File: src/hdl/dpsc_params.svh
`ifndef DPSC_PARAMS_SVH
`define DPSC_PARAMS_SVH

// Clock period in picoseconds (100 MHz)
`define DPSC_CLK_PS 10000
// Pin and word widths
`define DPSC_ADDR_W 9
`define DPSC_DATA_W 4
`define DPSC_LOC_W 18
// Nanoseconds to whole clock cycles, rounded up
`define DPSC_NS2CYC(t) (((t) * 1000 + `DPSC_CLK_PS - 1) / `DPSC_CLK_PS)
// Row strobe precharge (high) time, ns, and its cycle count
`define DPSC_T_RP_NS 90
`define DPSC_RP_CYC `DPSC_NS2CYC(`DPSC_T_RP_NS)
// Address setup ahead of a strobe fall, ns
`define DPSC_T_ASU_NS 10
`define DPSC_ASU_CYC `DPSC_NS2CYC(`DPSC_T_ASU_NS)
// Row address hold after row strobe fall, ns
`define DPSC_T_RAH_NS 15
`define DPSC_RAH_CYC `DPSC_NS2CYC(`DPSC_T_RAH_NS)
// Row strobe access time, ns (read data wait from column strobe fall)
`define DPSC_T_RAC_NS 150
`define DPSC_RAC_CYC `DPSC_NS2CYC(`DPSC_T_RAC_NS)
// Column strobe low pulse, ns
`define DPSC_T_CAS_NS 40
`define DPSC_CAS_CYC `DPSC_NS2CYC(`DPSC_T_CAS_NS)
// Longest row strobe low time, ns (rounded down)
`define DPSC_T_RASMAX_NS 10000
`define DPSC_RASMAX_CYC ((`DPSC_T_RASMAX_NS * 1000) / `DPSC_CLK_PS)
// Refresh period in ms over 512 rows, per-row interval in cycles
`define DPSC_T_REF_MS 8
`define DPSC_REF_ROWS 512
`define DPSC_REF_CYC ((`DPSC_T_REF_MS * 100000) / `DPSC_REF_ROWS)
// Power-up pause in us, and initialization cycles
`define DPSC_T_PWR_US 200
`define DPSC_PWR_CYC (`DPSC_T_PWR_US * 100)
`define DPSC_INIT_CYCLES 8
// Wait counter width
`define DPSC_CNT_W 16

`endif

File: src/hdl/dpsc_pkg.sv
package dpsc_pkg;
   typedef enum logic [3:0] {
      ST_PWRUP = 4'h0,
      ST_PRE = 4'h1,
      ST_ROW = 4'h2,
      ST_RAH = 4'h3,
      ST_COL = 4'h4,
      ST_CLOW = 4'h5,
      ST_CHIGH = 4'h6,
      ST_CBR_C = 4'h7,
      ST_CBR_R = 4'h8,
      ST_IDLE = 4'h9
   } dpsc_state_e;
endpackage

File: src/hdl/dpsc_sync.sv
`timescale 1ns/1ps
// Two-flop synchroniser for the read data lines
module dpsc_sync (
   input wire logic ref_clk_i,
   input wire logic rstn_i,
   input wire logic [3:0] d_i,
   output logic [3:0] q_o
);
   logic [3:0] meta_q;
   logic [3:0] sync_q;

   // First stage feeds only the second stage
   always_ff @(posedge ref_clk_i or negedge rstn_i) begin
      if (!rstn_i) begin
         meta_q <= 4'h0;
         sync_q <= 4'h0;
      end else begin
         meta_q <= d_i;
         sync_q <= meta_q;
      end
   end
   assign q_o = sync_q;
endmodule

File: src/hdl/dpsc_host.sv
`timescale 1ns/1ps
`include "dpsc_params.svh"
// What this block does
// - Address stable before each strobe fall
// - Static writes toggle write select
// - Output enable high before driving data
// - All 512 rows refreshed in 8 ms
// - Pause then eight init cycles
module dpsc_host (
   input wire logic ref_clk_i,
   input wire logic rstn_i,
   input wire logic req_i,
   input wire logic req_we_i,
   input wire logic [17:0] req_addr_i,
   input wire logic [3:0] req_wdata_i,
   input wire logic [3:0] dq_i,
   output logic req_ready_o,
   output logic rd_valid_o,
   output logic [3:0] rd_data_o,
   output logic init_done_o,
   output logic [8:0] mux_address_pins_o,
   output logic row_strobe_n_o,
   output logic col_strobe_n_o,
   output logic write_sel_n_o,
   output logic out_en_n_o,
   output logic [3:0] dq_o,
   output logic dq_oe_o
);
   typedef struct packed {
      dpsc_pkg::dpsc_state_e st;
      logic [15:0] cnt;
      logic [15:0] ras_cnt;
      logic [15:0] ref_cnt;
      logic ref_pend;
      logic [3:0] init_n;
      logic we;
      logic [8:0] row;
      logic [8:0] col;
      logic [3:0] wdata;
      logic [8:0] addr;
      logic ras_n;
      logic cas_n;
      logic w_n;
      logic g_n;
      logic [3:0] dq;
      logic dq_oe;
      logic ready;
      logic rvalid;
      logic [3:0] rdata;
      logic done;
   } dpsc_host_s;

   dpsc_host_s s_q;
   dpsc_host_s s_d;
   logic [3:0] dq_sync;

   dpsc_sync u_sync (
      .ref_clk_i(ref_clk_i),
      .rstn_i(rstn_i),
      .d_i(dq_i),
      .q_o(dq_sync)
   );

   // True when a pending request continues the open row
   function automatic logic same_row(input logic [17:0] a,
                                     input logic [8:0] r);
      same_row = (a[17:9] == r);
   endfunction

   // Next-state logic of the whole controller
   always_comb begin
      s_d = s_q;
      s_d.rvalid = 1'b0;
      s_d.ready = 1'b0;
      s_d.cnt = (s_q.cnt != 16'h0000) ? s_q.cnt - 16'h0001 : 16'h0000;
      s_d.ras_cnt = s_q.ras_n ? 16'h0000 : s_q.ras_cnt + 16'h0001;
      // Refresh interval timer, one row every 8 ms / 512
      if (s_q.ref_cnt >= 16'(`DPSC_REF_CYC - 1)) begin
         s_d.ref_cnt = 16'h0000;
         s_d.ref_pend = 1'b1;
      end else begin
         s_d.ref_cnt = s_q.ref_cnt + 16'h0001;
      end
      case (s_q.st)
         dpsc_pkg::ST_PWRUP: begin
            // Pause after power up, strobes idle high
            if (s_q.cnt == 16'h0000) begin
               s_d.st = dpsc_pkg::ST_PRE;
               s_d.cnt = 16'(`DPSC_RP_CYC);
            end
         end
         dpsc_pkg::ST_PRE: begin
            // Row strobe precharge before any new row cycle
            s_d.ras_n = 1'b1;
            s_d.cas_n = 1'b1;
            s_d.w_n = 1'b1;
            s_d.g_n = 1'b1;
            s_d.dq_oe = 1'b0;
            if (s_q.cnt == 16'h0000) begin
               s_d.st = dpsc_pkg::ST_IDLE;
            end
         end
         dpsc_pkg::ST_IDLE: begin
            if (s_q.ref_pend || !s_q.done) begin
               // Column-before-row refresh, also used for init cycles
               s_d.cas_n = 1'b0;
               s_d.ref_pend = (s_d.ref_cnt == 16'h0000);
               s_d.st = dpsc_pkg::ST_CBR_C;
               s_d.cnt = 16'(`DPSC_ASU_CYC);
            end else if (req_i) begin
               s_d.ready = 1'b1;
               s_d.we = req_we_i;
               s_d.row = req_addr_i[17:9];
               s_d.col = req_addr_i[8:0];
               s_d.wdata = req_wdata_i;
               s_d.addr = req_addr_i[17:9];
               s_d.st = dpsc_pkg::ST_ROW;
               s_d.cnt = 16'(`DPSC_ASU_CYC);
            end
         end
         dpsc_pkg::ST_CBR_C: begin
            if (s_q.cnt == 16'h0000) begin
               s_d.ras_n = 1'b0;
               s_d.st = dpsc_pkg::ST_CBR_R;
               s_d.cnt = 16'(`DPSC_RAC_CYC);
            end
         end
         dpsc_pkg::ST_CBR_R: begin
            if (s_q.cnt == 16'h0000) begin
               if (!s_q.done) begin
                  s_d.init_n = s_q.init_n + 4'h1;
                  s_d.done = (s_q.init_n == 4'(`DPSC_INIT_CYCLES - 1));
               end
               s_d.st = dpsc_pkg::ST_PRE;
               s_d.cnt = 16'(`DPSC_RP_CYC);
            end
         end
         dpsc_pkg::ST_ROW: begin
            // Row address set up before the row strobe falls
            if (s_q.cnt == 16'h0000) begin
               s_d.ras_n = 1'b0;
               s_d.st = dpsc_pkg::ST_RAH;
               s_d.cnt = 16'(`DPSC_RAH_CYC);
            end
         end
         dpsc_pkg::ST_RAH: begin
            // Hold row, then present column while column strobe high
            if (s_q.cnt == 16'h0000) begin
               s_d.addr = s_q.col;
               s_d.w_n = !s_q.we;
               s_d.dq = s_q.wdata;
               s_d.dq_oe = s_q.we;
               s_d.st = dpsc_pkg::ST_COL;
               s_d.cnt = 16'(`DPSC_ASU_CYC);
            end
         end
         dpsc_pkg::ST_COL: begin
            // Early write: select low before column strobe falls
            if (s_q.cnt == 16'h0000) begin
               s_d.cas_n = 1'b0;
               s_d.g_n = s_q.we;
               s_d.st = dpsc_pkg::ST_CLOW;
               s_d.cnt = s_q.we ? 16'(`DPSC_CAS_CYC) :
                         16'(`DPSC_RAC_CYC);
            end
         end
         dpsc_pkg::ST_CLOW: begin
            // Read sampled after the full access time
            if (s_q.cnt == 16'h0000) begin
               s_d.rvalid = !s_q.we;
               s_d.rdata = dq_sync;
               s_d.cas_n = 1'b1;
               s_d.g_n = 1'b1;
               s_d.w_n = 1'b1;
               s_d.dq_oe = 1'b0;
               s_d.st = dpsc_pkg::ST_CHIGH;
               s_d.cnt = 16'(`DPSC_ASU_CYC);
            end
         end
         dpsc_pkg::ST_CHIGH: begin
            // Stay in page while same row and row-low limit allows
            if (s_q.cnt == 16'h0000) begin
               if (req_i && !s_q.ref_pend && same_row(req_addr_i, s_q.row)
                   && s_q.ras_cnt < 16'(`DPSC_RASMAX_CYC / 2)) begin
                  s_d.ready = 1'b1;
                  s_d.we = req_we_i;
                  s_d.col = req_addr_i[8:0];
                  s_d.wdata = req_wdata_i;
                  s_d.addr = req_addr_i[8:0];
                  s_d.w_n = !req_we_i;
                  s_d.dq = req_wdata_i;
                  s_d.dq_oe = req_we_i;
                  s_d.st = dpsc_pkg::ST_COL;
                  s_d.cnt = 16'(`DPSC_ASU_CYC);
               end else begin
                  s_d.ras_n = 1'b1;
                  s_d.st = dpsc_pkg::ST_PRE;
                  s_d.cnt = 16'(`DPSC_RP_CYC);
               end
            end
         end
         default: s_d.st = dpsc_pkg::ST_PRE;
      endcase
   end

   // State register
   always_ff @(posedge ref_clk_i or negedge rstn_i) begin
      if (!rstn_i) begin
         s_q <= '0;
         s_q.st <= dpsc_pkg::ST_PWRUP;
         s_q.cnt <= 16'(`DPSC_PWR_CYC);
         s_q.ras_n <= 1'b1;
         s_q.cas_n <= 1'b1;
         s_q.w_n <= 1'b1;
         s_q.g_n <= 1'b1;
      end else begin
         s_q <= s_d;
      end
   end

   assign req_ready_o = s_q.ready;
   assign rd_valid_o = s_q.rvalid;
   assign rd_data_o = s_q.rdata;
   assign init_done_o = s_q.done;
   assign mux_address_pins_o = s_q.addr;
   assign row_strobe_n_o = s_q.ras_n;
   assign col_strobe_n_o = s_q.cas_n;
   assign write_sel_n_o = s_q.w_n;
   assign out_en_n_o = s_q.g_n;
   assign dq_o = s_q.dq;
   assign dq_oe_o = s_q.dq_oe;

   // Never drive data while the memory output is enabled
   no_contend_a: assert property (
      @(posedge ref_clk_i) disable iff (!rstn_i)
      dq_oe_o |-> out_en_n_o)
      else $error("data driven with output on");
   // Row strobe never stays low beyond its limit
   ras_limit_a: assert property (
      @(posedge ref_clk_i) disable iff (!rstn_i)
      s_q.ras_cnt < 16'(`DPSC_RASMAX_CYC))
      else $error("row low too long");
   // Column strobe falls only with the column address steady
   addr_stable_a: assert property (
      @(posedge ref_clk_i) disable iff (!rstn_i)
      $fell(col_strobe_n_o) && !row_strobe_n_o |->
      $stable(mux_address_pins_o))
      else $error("address moved at column fall");
   // Write select is low before column strobe falls in writes
   early_wr_a: assert property (
      @(posedge ref_clk_i) disable iff (!rstn_i)
      $fell(col_strobe_n_o) && dq_oe_o |-> !$past(write_sel_n_o))
      else $error("write select late");
   // Row address held on the pins after the row strobe falls
   row_hold_a: assert property (
      @(posedge ref_clk_i) disable iff (!rstn_i)
      $fell(row_strobe_n_o) |=> $stable(mux_address_pins_o))
      else $error("row address not held");
   // Refresh cycles drop the column strobe ahead of the row strobe
   cbr_order_a: assert property (
      @(posedge ref_clk_i) disable iff (!rstn_i)
      $fell(row_strobe_n_o) && !col_strobe_n_o |-> !$past(col_strobe_n_o))
      else $error("column strobe not ahead of row");
   // A read result only follows the end of a column strobe
   rd_after_cas_a: assert property (
      @(posedge ref_clk_i) disable iff (!rstn_i)
      rd_valid_o |-> $rose(col_strobe_n_o))
      else $error("read result without column end");
endmodule

File: config.mk
export PLATFORM = sky130hd
export DESIGN_NAME = dpsc_host
export DESIGN_NICKNAME = d
export VERILOG_FILES = /design/src/hdl/dpsc_pkg.sv /design/src/hdl/dpsc_sync.sv /design/src/hdl/dpsc_host.sv
export VERILOG_INCLUDE_DIRS = /design/src /design/src/hdl
export SDC_FILE = /design/constraint.sdc
export NUM_CORES = 1
export LEC_CHECK = 0
export BUFFER_PORTS_ARGS = -buffer_cell sky130_fd_sc_hd__buf_4
export CAP_MARGIN = 20
export CORE_AREA = 5 5 105 107
export CTS_BUF_LIST = sky130_fd_sc_hd__clkbuf_4
export CTS_CLUSTER_DIAMETER = 150
export DETAILED_ROUTE_END_ITERATION = 8
export DIE_AREA = 0 0 110 112
export PLACE_DENSITY_LB_ADDON = 0.05
export SYNTH_ARGS = -nofsm -noshare
export SYNTH_HDL_FRONTEND = slang
export SYNTH_SLANG_ARGS = --single-unit
export TNS_END_PERCENT = 5
File: constraint.sdc
create_clock -name ref_clk_i -period 3.2 [get_ports ref_clk_i]
set_clock_uncertainty 0.15 [all_clocks]
set_input_delay 0.64 -clock ref_clk_i [delete_from_list [all_inputs] [get_ports ref_clk_i]]
set_output_delay 0.64 -clock ref_clk_i [all_outputs]
set_load 0.02 [all_outputs]
# Word level (Yosys, flattened, before mapping)
# Index checks and enable logic that the tools add are counted.
# word_totals
word_cells	143
output_inout_bits	25
register_bits	113
# op_classes
mux	53
n_reduce_logical	33
add_sub_neg	4
n_bitwise	2
order_cmp	2
eq_ne	26
# op_table
operator	n
20-bit two-way mux	9
16-bit case mux with 8 select lines	1
32-bit two-way mux	2
16-bit two-way mux	3
4-bit case mux with 9 select lines	1
16-bit by 1-bit adder with 16-bit output (second input constant)	2
16-bit zero test	2
9-bit case mux with 3 select lines	1
13-bit case mux with 2 select lines	1
2-bit != test (second input constant)	12
23-bit two-way mux	1
22-bit two-way mux	1
4-bit by 3-bit equality test with 1-bit output (second input constant)	5
19-bit two-way mux	1
16-bit by 11-bit >= comparator with 1-bit output (second input constant)	1
16-bit by 9-bit less-than comparator with 1-bit output (second input constant)	1
16-bit nonzero test	1
16-bit by 1-bit subtractor with 16-bit output (second input constant)	1
1-bit two-way mux	15
5-bit two-way mux	3
6-bit two-way mux	2
1-bit case mux with 4 select lines	3
4-bit AND reduction	3
5-bit AND reduction	2
26 further kinds	46

# Depth between registers and ports, before layout
# Gate-level depths: netlist (run 1).
# depth
ltp_word	7
ltp_mapped	9
mapped_depth_nobuf	8

# Hierarchy
# A second synthesis (run 1) with hierarchy kept.
# hier_totals
cells_unflattened	569
hier_area_um2	5630.4
# by_module_without_submodules
mod	seq_area_each_um2	n_inst	area_per_inst_um2	cells_each
dpsc_host	2638.8	1	5430.2	561
dpsc_sync	200.2	1	200.2	8

# Least setup slack after synthesis (run 1)
# No wires, ideal clock.
# synth_timing
path_type	register to register
from	register s_q[85] (netlist name)
to	register s_q (netlist bit row_strobe_n_o)
required_time_ps	2962
arrival_time_ps	2446
slack_ps	516
path_stages_with_launch	8
cell_sequence	dfrtp_1 > inv_1 > ha_1 > or4b_2 > or4_4 > buf_6 > o31a_1 > or3_1
# synth_via
elab_chain_len	3
elab_cells_between_ends	4
cone_classes	eq/ne (2); reduce/logical (2)
# synth_rtl
element	line_no	text
start: declaration	dpsc_host.sv:53	dpsc_host_s s_q;
16-bit zero test (*)	dpsc_host.sv:122, dpsc_host.sv:140, dpsc_host.sv:182	
2-bit by 1-bit != test with 1-bit output (no source line) / 2-bit != test (equally long branches)	--	
4-bit AND reduction (no source line) (*)	--	
# Mark *: on every way between the ends. The rest lies on a longest branch, timed or not.
# A chain may end at the register's enable or synchronous reset.

# Worst setup path in the final report (run 1)
# layout_timing
from	register s_q[85] (netlist name)
to	register s_q (netlist bit dq_oe_o)
# layout_via
elab_chain_len	3
elab_cells_between_ends	5
cone_classes	eq/ne (3); reduce/logical (2)
# layout_rtl
element	line_no
16-bit zero test (*)	dpsc_host.sv:148, dpsc_host.sv:169, dpsc_host.sv:182
2-bit != test (no source line)	--
5-bit AND reduction (no source line) (*)	--
# Marked as above.

==> reports/qor.csv, run 1 <==
stage,metric,value,unit
run_status,status,"finished, final reports clean",
timing,Slew @ Worst Pin,0.590,ns
final_layout,Syn-to-layout area delta,14.9,%
power_and_ir_drop,sequential share of power,55.4,%
route,Initial DRC Count,288,
final_layout,fin nets,650,
die,Die Y,112,um
route,final antenna-violating net count,0,
global_route,"Remaining Overflow, GRT",0,
die,row cnt,37,
route,Post-Route WL,11400,um
global_route,antenna violations before repair,0,
route,routed length on met2,5610,um
timing,final setup vio count,0,
global_route,number of global-route vias before repair,4119,
power_and_ir_drop,Comb pwr share,3.1,%
timing,max-slew violations,0,
power_and_ir_drop,Power Dens Cells,409,nW/um^2
final_layout,ratio of cells with drive above 1 in the final layout,21.2,%
route,DR WL met3,596,um
timing,minimum clock period,2.83,ns
critical_path,CP arrival,3.09,ns
logic_synthesis,Post-synth EDFFs,0,
power_and_ir_drop,Leakage Power,2.80,nW
critical_path,"Data required, critical path",3.46,ns
final_layout,"commonest non-fill, non-tap cells in the layout","dfrtp_1, buf_4, nor2_1, nand2_1, o21ai_0",
hold_path,beginning of the worst hold path,dq_i[0],
logic_synthesis,Netlist Area Pre-Place,5520,sq um
global_route,global-route wire length before repair,19800,um
power_and_ir_drop,switching share of power,22.3,%
logic_synthesis,Ys Warns,0,
cts,CTS tree,done,
final_layout,Post-Layout Cell Count,762,
route,Vias,4164,
hold_path,Hold EP,u_sync.meta_q[0],
die,Boundary Pins,55,
logic_synthesis,Synth async-reset ratio,100,%
power_and_ir_drop,internal power,2.02,mW
placed_design,GP Congestion,0.892,
power_and_ir_drop,VDD IR max,0.263,mV
timing,fmax,0.353,GHz
flow_run,Max Cap Violations,0,
cts,clock transition at the registers of the reported paths,0.10,ns
placed_design,HPWL after DPL,8060,um
timing,final worst-path cycle share,88.4,%
critical_path,r2r worst-path depth,8,
logic_synthesis,Synth Flop Type,dfrtp_1,
placed_design,Placed Cells,726,
route,wl on met1,5060,um
logic_synthesis,Mapped Cells,557,
cts,Clock Latency Late Sink,0.53,ns
cts,CTS root buf,clkbuf_4,
logic_synthesis,synth top area cells,"dfrtp_1, nor2_1, dfstp_2",
power_and_ir_drop,clock share of power,41.5,%
critical_path,CP endpoint kind,flip-flop,
hold_path,hold path depth,1,
route,Top Layer Used,met4,
die,Core Region,10000,sq um
logic_synthesis,Synth top area share,47.1,%
critical_path,CP peak stage delay,0.67,ns
power_and_ir_drop,Switch Pwr,0.579,mW
route,WL/cell,15.0,um
final_layout,# diodes,0,
logic_synthesis,largest area contributor in the netlist,dfrtp_1,
timing,RSZ-0062 raised after global routing,false,
final_layout,"commonest non-fill, non-tap cell in the layout",dfrtp_1,
critical_path,Worst R2R Setup Slack,0.37,ns
cts,CTS Sinks,113,
die,Die ar.,12300,sq um
placed_design,IO Port Bufs,54,
critical_path,crit path kind,flip-flop to flip-flop,
final_layout,Filler cells,868,
timing,Fin Setup TNS,0,ns
critical_path,Worst Path Buf+Inv,1,
timing,count of final hold-check violations,0,
critical_path,crit-path max FO,8,
logic_synthesis,synth unique cells,60,
critical_path,FF-to-FF End,dq_oe_o,
global_route,total global-route track usage,20.7,%
critical_path,Worst R2R Start,s_q[85],
critical_path,slowest library cell on the worst path,or4b_2,
die,Initial Utilization,55.0,%
route,vias per cell,5.46,
route,TritonRoute pass-1 iters,6,
route,Remaining DRCs,0,
cts,postcts setup bufs,0,
timing,worst relative slew slack,60.7,%
critical_path,"Cell Chain, Critical Path",inv_1 -> ha_1 -> or4b_2 -> or4_4 -> a211oi_2 -> nor2_1 -> o21ai_0 -> o21ai_0,
hold_path,min-delay worst type,input port to flip-flop,
cts,Clock H-tree levels,4,
cts,clk buf depth,2,
critical_path,most frequent CP cell,o21ai_0,
critical_path,"delay-heaviest family, CP",simple AND/OR/NAND/NOR gates,
logic_synthesis,mean post-synth cell area,9.92,sq um
logic_synthesis,#FFs+latches synth,113,
logic_synthesis,"Seq/Total Area, Yosys",51.4,%
global_route,largest net degree at the start of global routing,63,
die,Die Width,110,um
cts,TritonCTS buffer count,17,
critical_path,WP depth,8,
critical_path,Startpoint Class,flip-flop,
layout make-up:
type	instances	area, sq um	share of cell area [%]
clock buffer	19	143	2.25
clock inverter	12	141	2.23
inverter	22	82.6	1.30
multi-input combinational	388	2400	37.9
sequential	113	2840	44.8
tap	136	170	2.68
timing repair buffer	72	567	8.93
per-layer routing:
layer | GRT usage [%] | up-vias
met4 | 7.48 | 0
met5 | 0 | -
li1 | - | 2043
met1 | 28.0 | 2005
met3 | 6.09 | 16
met2 | 31.4 | 100
metrics by stage:
stage               setup WS, ns  area (sq um)  power [mW]  hold WS (ns)  utilization [%]
finish                     0.370          6340        2.60        0.0636             63.1
global route               0.218          6340        2.71      0.000205             63.1
CTS                        0.361          6300        2.63        0.0115             62.7
detailed placement         0.284          6010        1.54         0.190             59.8
global placement           0.387          6010        1.54         0.183             59.8
floorplan                  0.516          5540        1.48         0.181                -
worst max path at each step:
stage	from	endpoint	slack [ns]
2_1_floorplan	s_q[85]	row_strobe_n_o	0.52
3_3_place_gp	s_q[85]	dq_oe_o	0.39
3_5_place_dp	req_i	mux_address_pins_o[0]	0.28
4_1_cts	s_q[85]	dq_oe_o	0.36
5_1_grt	s_q[85]	dq_oe_o	0.22
6_report	s_q[85]	dq_oe_o	0.37
synthesized netlist by cell type (4+ instances only):
library cell  number
mux2i_1            9
nand2b_1           5
a31oi_1            4
or2_2              4
a222oi_1           9
or4_1              4
nand2_1           62
and3_1             5
a21oi_1           23
nor2_1            64
buf_4             18
o21ai_0           39
dfrtp_1          104
clkbuf_1          14
nor4_1             6
nor3_1             9
xor2_1            16
mux2_2            15
nand4_1            9
inv_1             22
ha_1               6
or3_1              7
xnor2_1           27
nand3_1           13
o31ai_1            4
nor2b_1            4
dfstp_2            9
power groups by stage:
stage               Sequential (mW)  Clock [mW]  Combinational, mW
floorplan                      1.47           0            0.00965
global placement               1.47           0             0.0785
detailed placement             1.47           0             0.0788
CTS                            1.44        1.11             0.0799
global route                   1.44        1.18             0.0927
finish                         1.44        1.08             0.0805
flip-flops by register name, indices dropped and copies added, names as in the netlist, 4 cells and up:
signal / cells
s_q: 80
mux_address_pins_o: 9
u_sync.meta_q: 4
dq_o: 4
rd_data_o: 4
u_sync.q_o: 4
logic make-up (layout without fill, tap and decap cells):
logic type / after synthesis / in the layout / synth area share (%)
simple gates: 205 / 205 / 17.9
flops: 113 / 113 / 51.4
compound gates: 105 / 105 / 12.3
buf+inv: 60 / 125 / 5.51
xor+xnor: 43 / 43 / 6.82
mux: 24 / 24 / 4.69
fa+ha+maj: 6 / 6 / 1.36
other cells: 1 / 5 / 0.0679
timing repair:
item,4_1_cts,5_1_grt
hold buffers,1,3
gates resized for setup,0,0
endpoints found under the setup margin,0,0
endpoints found under the hold margin,36,3
Note: power is estimated with default switching activity, not from simulation.
==> run 2: changes to the inputs <==
--- a/config.mk
+++ b/config.mk
@@ -6,13 +6,14 @@
 export SDC_FILE = /design/constraint.sdc
 export NUM_CORES = 1
 export LEC_CHECK = 0
-export BUFFER_PORTS_ARGS = -buffer_cell sky130_fd_sc_hd__buf_4
+export ABC_CLOCK_PERIOD_IN_PS = 3200
 export CAP_MARGIN = 20
 export CORE_AREA = 5 5 105 107
 export CTS_BUF_LIST = sky130_fd_sc_hd__clkbuf_4
 export CTS_CLUSTER_DIAMETER = 150
 export DETAILED_ROUTE_END_ITERATION = 8
 export DIE_AREA = 0 0 110 112
+export DONT_BUFFER_PORTS = 1
 export PLACE_DENSITY_LB_ADDON = 0.05
 export SYNTH_ARGS = -nofsm -noshare
 export SYNTH_HDL_FRONTEND = slang
==> reports/qor.csv, run 2 (synthesis gave the netlist of run 1 again) <==
stage,metric,value,unit
timing,WHS,-0.367,ns
die,row cnt,37,
route,vias per cell,5.65,
route,Vias,4005,
timing,fmax,0.356,GHz
die,Die Y,112,um
placed_design,GP Congestion,0.878,
critical_path,CP arrival,3.08,ns
cts,CTS tree,done,
cts,clock transition at the registers of the reported paths,0.11,ns
critical_path,"Data required, critical path",3.47,ns
cts,number of gates resized after cts,0,
timing,max-slew violations,0,
power_and_ir_drop,VDD IR max,0.338,mV
global_route,global-route wire length before repair,20400,um
final_layout,Syn-to-layout area delta,7.61,%
critical_path,crit-path max FO,8,
placed_design,IO Port Bufs,0,
cts,CTS Sinks,113,
critical_path,crit path kind,flip-flop to flip-flop,
final_layout,Final Util,59.2,%
timing,minimum clock period,2.81,ns
critical_path,Worst R2R Setup Slack,0.39,ns
timing,count of final hold-check violations,113,
final_layout,"commonest non-fill, non-tap cells in the layout","dfrtp_1, nor2_1, nand2_1, o21ai_0, xnor2_1",
global_route,antenna violations before repair,0,
placed_design,Placed Cells,673,
power_and_ir_drop,Power Dens Cells,433,nW/um^2
cts,clk buf depth,2,
power_and_ir_drop,Leakage Power,2.54,nW
global_route,total global-route track usage,21.2,%
route,TritonRoute pass-1 iters,6,
route,WL/cell,16.6,um
hold_path,min-delay worst type,input port to asynchronous set/reset pin,
die,Initial Utilization,55.0,%
cts,Clock Latency Late Sink,0.53,ns
die,Boundary Pins,55,
cts,CTS root buf,clkbuf_4,
final_layout,fin nets,596,
critical_path,"delay-heaviest family, CP",simple AND/OR/NAND/NOR gates,
critical_path,most frequent CP cell,o21ai_0,
final_layout,"Most flops, register",s_q,
critical_path,Worst R2R Start,s_q[85],
critical_path,CP peak stage delay,0.68,ns
route,Remaining DRCs,0,
final_layout,"commonest non-fill, non-tap cell in the layout",dfrtp_1,
final_layout,ratio of cells with drive above 1 in the final layout,14.3,%
final_layout,Post-Layout Cell Count,709,
run_status,failing checks,hold timing,
critical_path,Worst Path Buf+Inv,1,
critical_path,FF-to-FF End,dq_oe_o,
critical_path,slowest library cell on the worst path,or4b_2,
timing,worst relative slew slack,58.0,%
critical_path,"Cell Chain, Critical Path",inv_1 -> ha_1 -> or4b_2 -> or4_4 -> a211oi_2 -> nor2_1 -> o21ai_0 -> o21ai_0,
global_route,largest net degree at the start of global routing,114,
timing,RSZ-0062 raised after global routing,false,
final_layout,# diodes,0,
critical_path,CP endpoint kind,flip-flop,
final_layout,Largest register FFs,80,
global_route,"Remaining Overflow, GRT",0,
critical_path,r2r worst-path depth,8,
cts,cts hold-fix bufs,4,
global_route,number of global-route vias before repair,4080,
flow_run,Max Cap Violations,0,
timing,final setup vio count,0,
die,Die ar.,12300,sq um
die,Core Region,10000,sq um
global_route,layer with the highest usage,met2,
timing,final worst-path cycle share,87.8,%
critical_path,Startpoint Class,flip-flop,
global_route,met2 Resource Use GR,31.3,%
cts,Clock H-tree levels,4,
timing,Slew @ Worst Pin,0.628,ns
global_route,GR met3 Demand/Resource,7.13,%
run_status,status,"finished, violations left",
cts,postcts setup bufs,0,
cts,TritonCTS buffer count,17,
die,Die Width,110,um
timing,Fin Setup TNS,0,ns
route,Post-Route WL,11800,um
global_route,met1 usage,29.3,%
placed_design,HPWL after DPL,8170,um
route,final antenna-violating net count,0,
route,Initial DRC Count,317,
## run 2: cell count changes in the layout (fill, tap and decap cells not counted)
cell | previous run | this run
buf_6 | 1 | 0
buf_12 | 1 | 0
buf_4 | 66 | 14
clkinv_1 | 2 | 0
clkinv_2 | 4 | 3
clkinv_4 | 0 | 3
clkinvlp_4 | 2 | 3
## run 2: worst reg2reg max path: cells and delay by family (launching register included)
family,cells,cell delay (ns)
and+or+nand+nor,3,1.31
AOI/OAI and AO/OA,3,0.51
DFF,1,0.44
adders and majority gates,1,0.22
buffers and inverters,1,0.08
## run 2: worst max-delay path by stage
stage | start | endpoint | depth (start not counted)
3_3_place_gp | req_i | mux_address_pins_o[3] | 7
5_1_grt | s_q[52] | mux_address_pins_o[3] | 7
4_1_cts | s_q[52] | mux_address_pins_o[3] | 7
2_1_floorplan | s_q[85] | row_strobe_n_o | 7
6_report | s_q[85] | dq_oe_o | 8
3_5_place_dp | req_i | mux_address_pins_o[3] | 7
## run 2: stage by stage
step	total power, mW	hold slack [ns]	instance area (sq um)	setup slack, ns
floorplan	1.48	0.181	5540	0.516
global placement	1.48	0.184	5600	0.301
detailed placement	1.48	0.187	5600	0.319
CTS	2.61	-0.410	5940	0.414
global route	2.68	-0.422	5940	0.186
finish	2.58	-0.367	5940	0.390
## run 2: layout make-up
type / instances / area [sq um]
clock buffer: 19 / 143
clock inverter: 13 / 163
fill: 902 / 4100
inverter: 22 / 82.6
multi-input combinational: 388 / 2400
sequential: 113 / 2840
tap: 136 / 170
timing repair buffer: 18 / 145
## run 2: power by group
group	switching (mW)	internal [mW]
Sequential	0.00216	1.44
Clock	0.562	0.559
Combinational	0.00589	0.00932
## run 2: layer usage
metal / vias to the layer above / wire length, um
li1: 1938 / -
met1: 1957 / 5310
met2: 95 / 5560
met3: 15 / 739
met4: 0 / 167
met5: - / 0
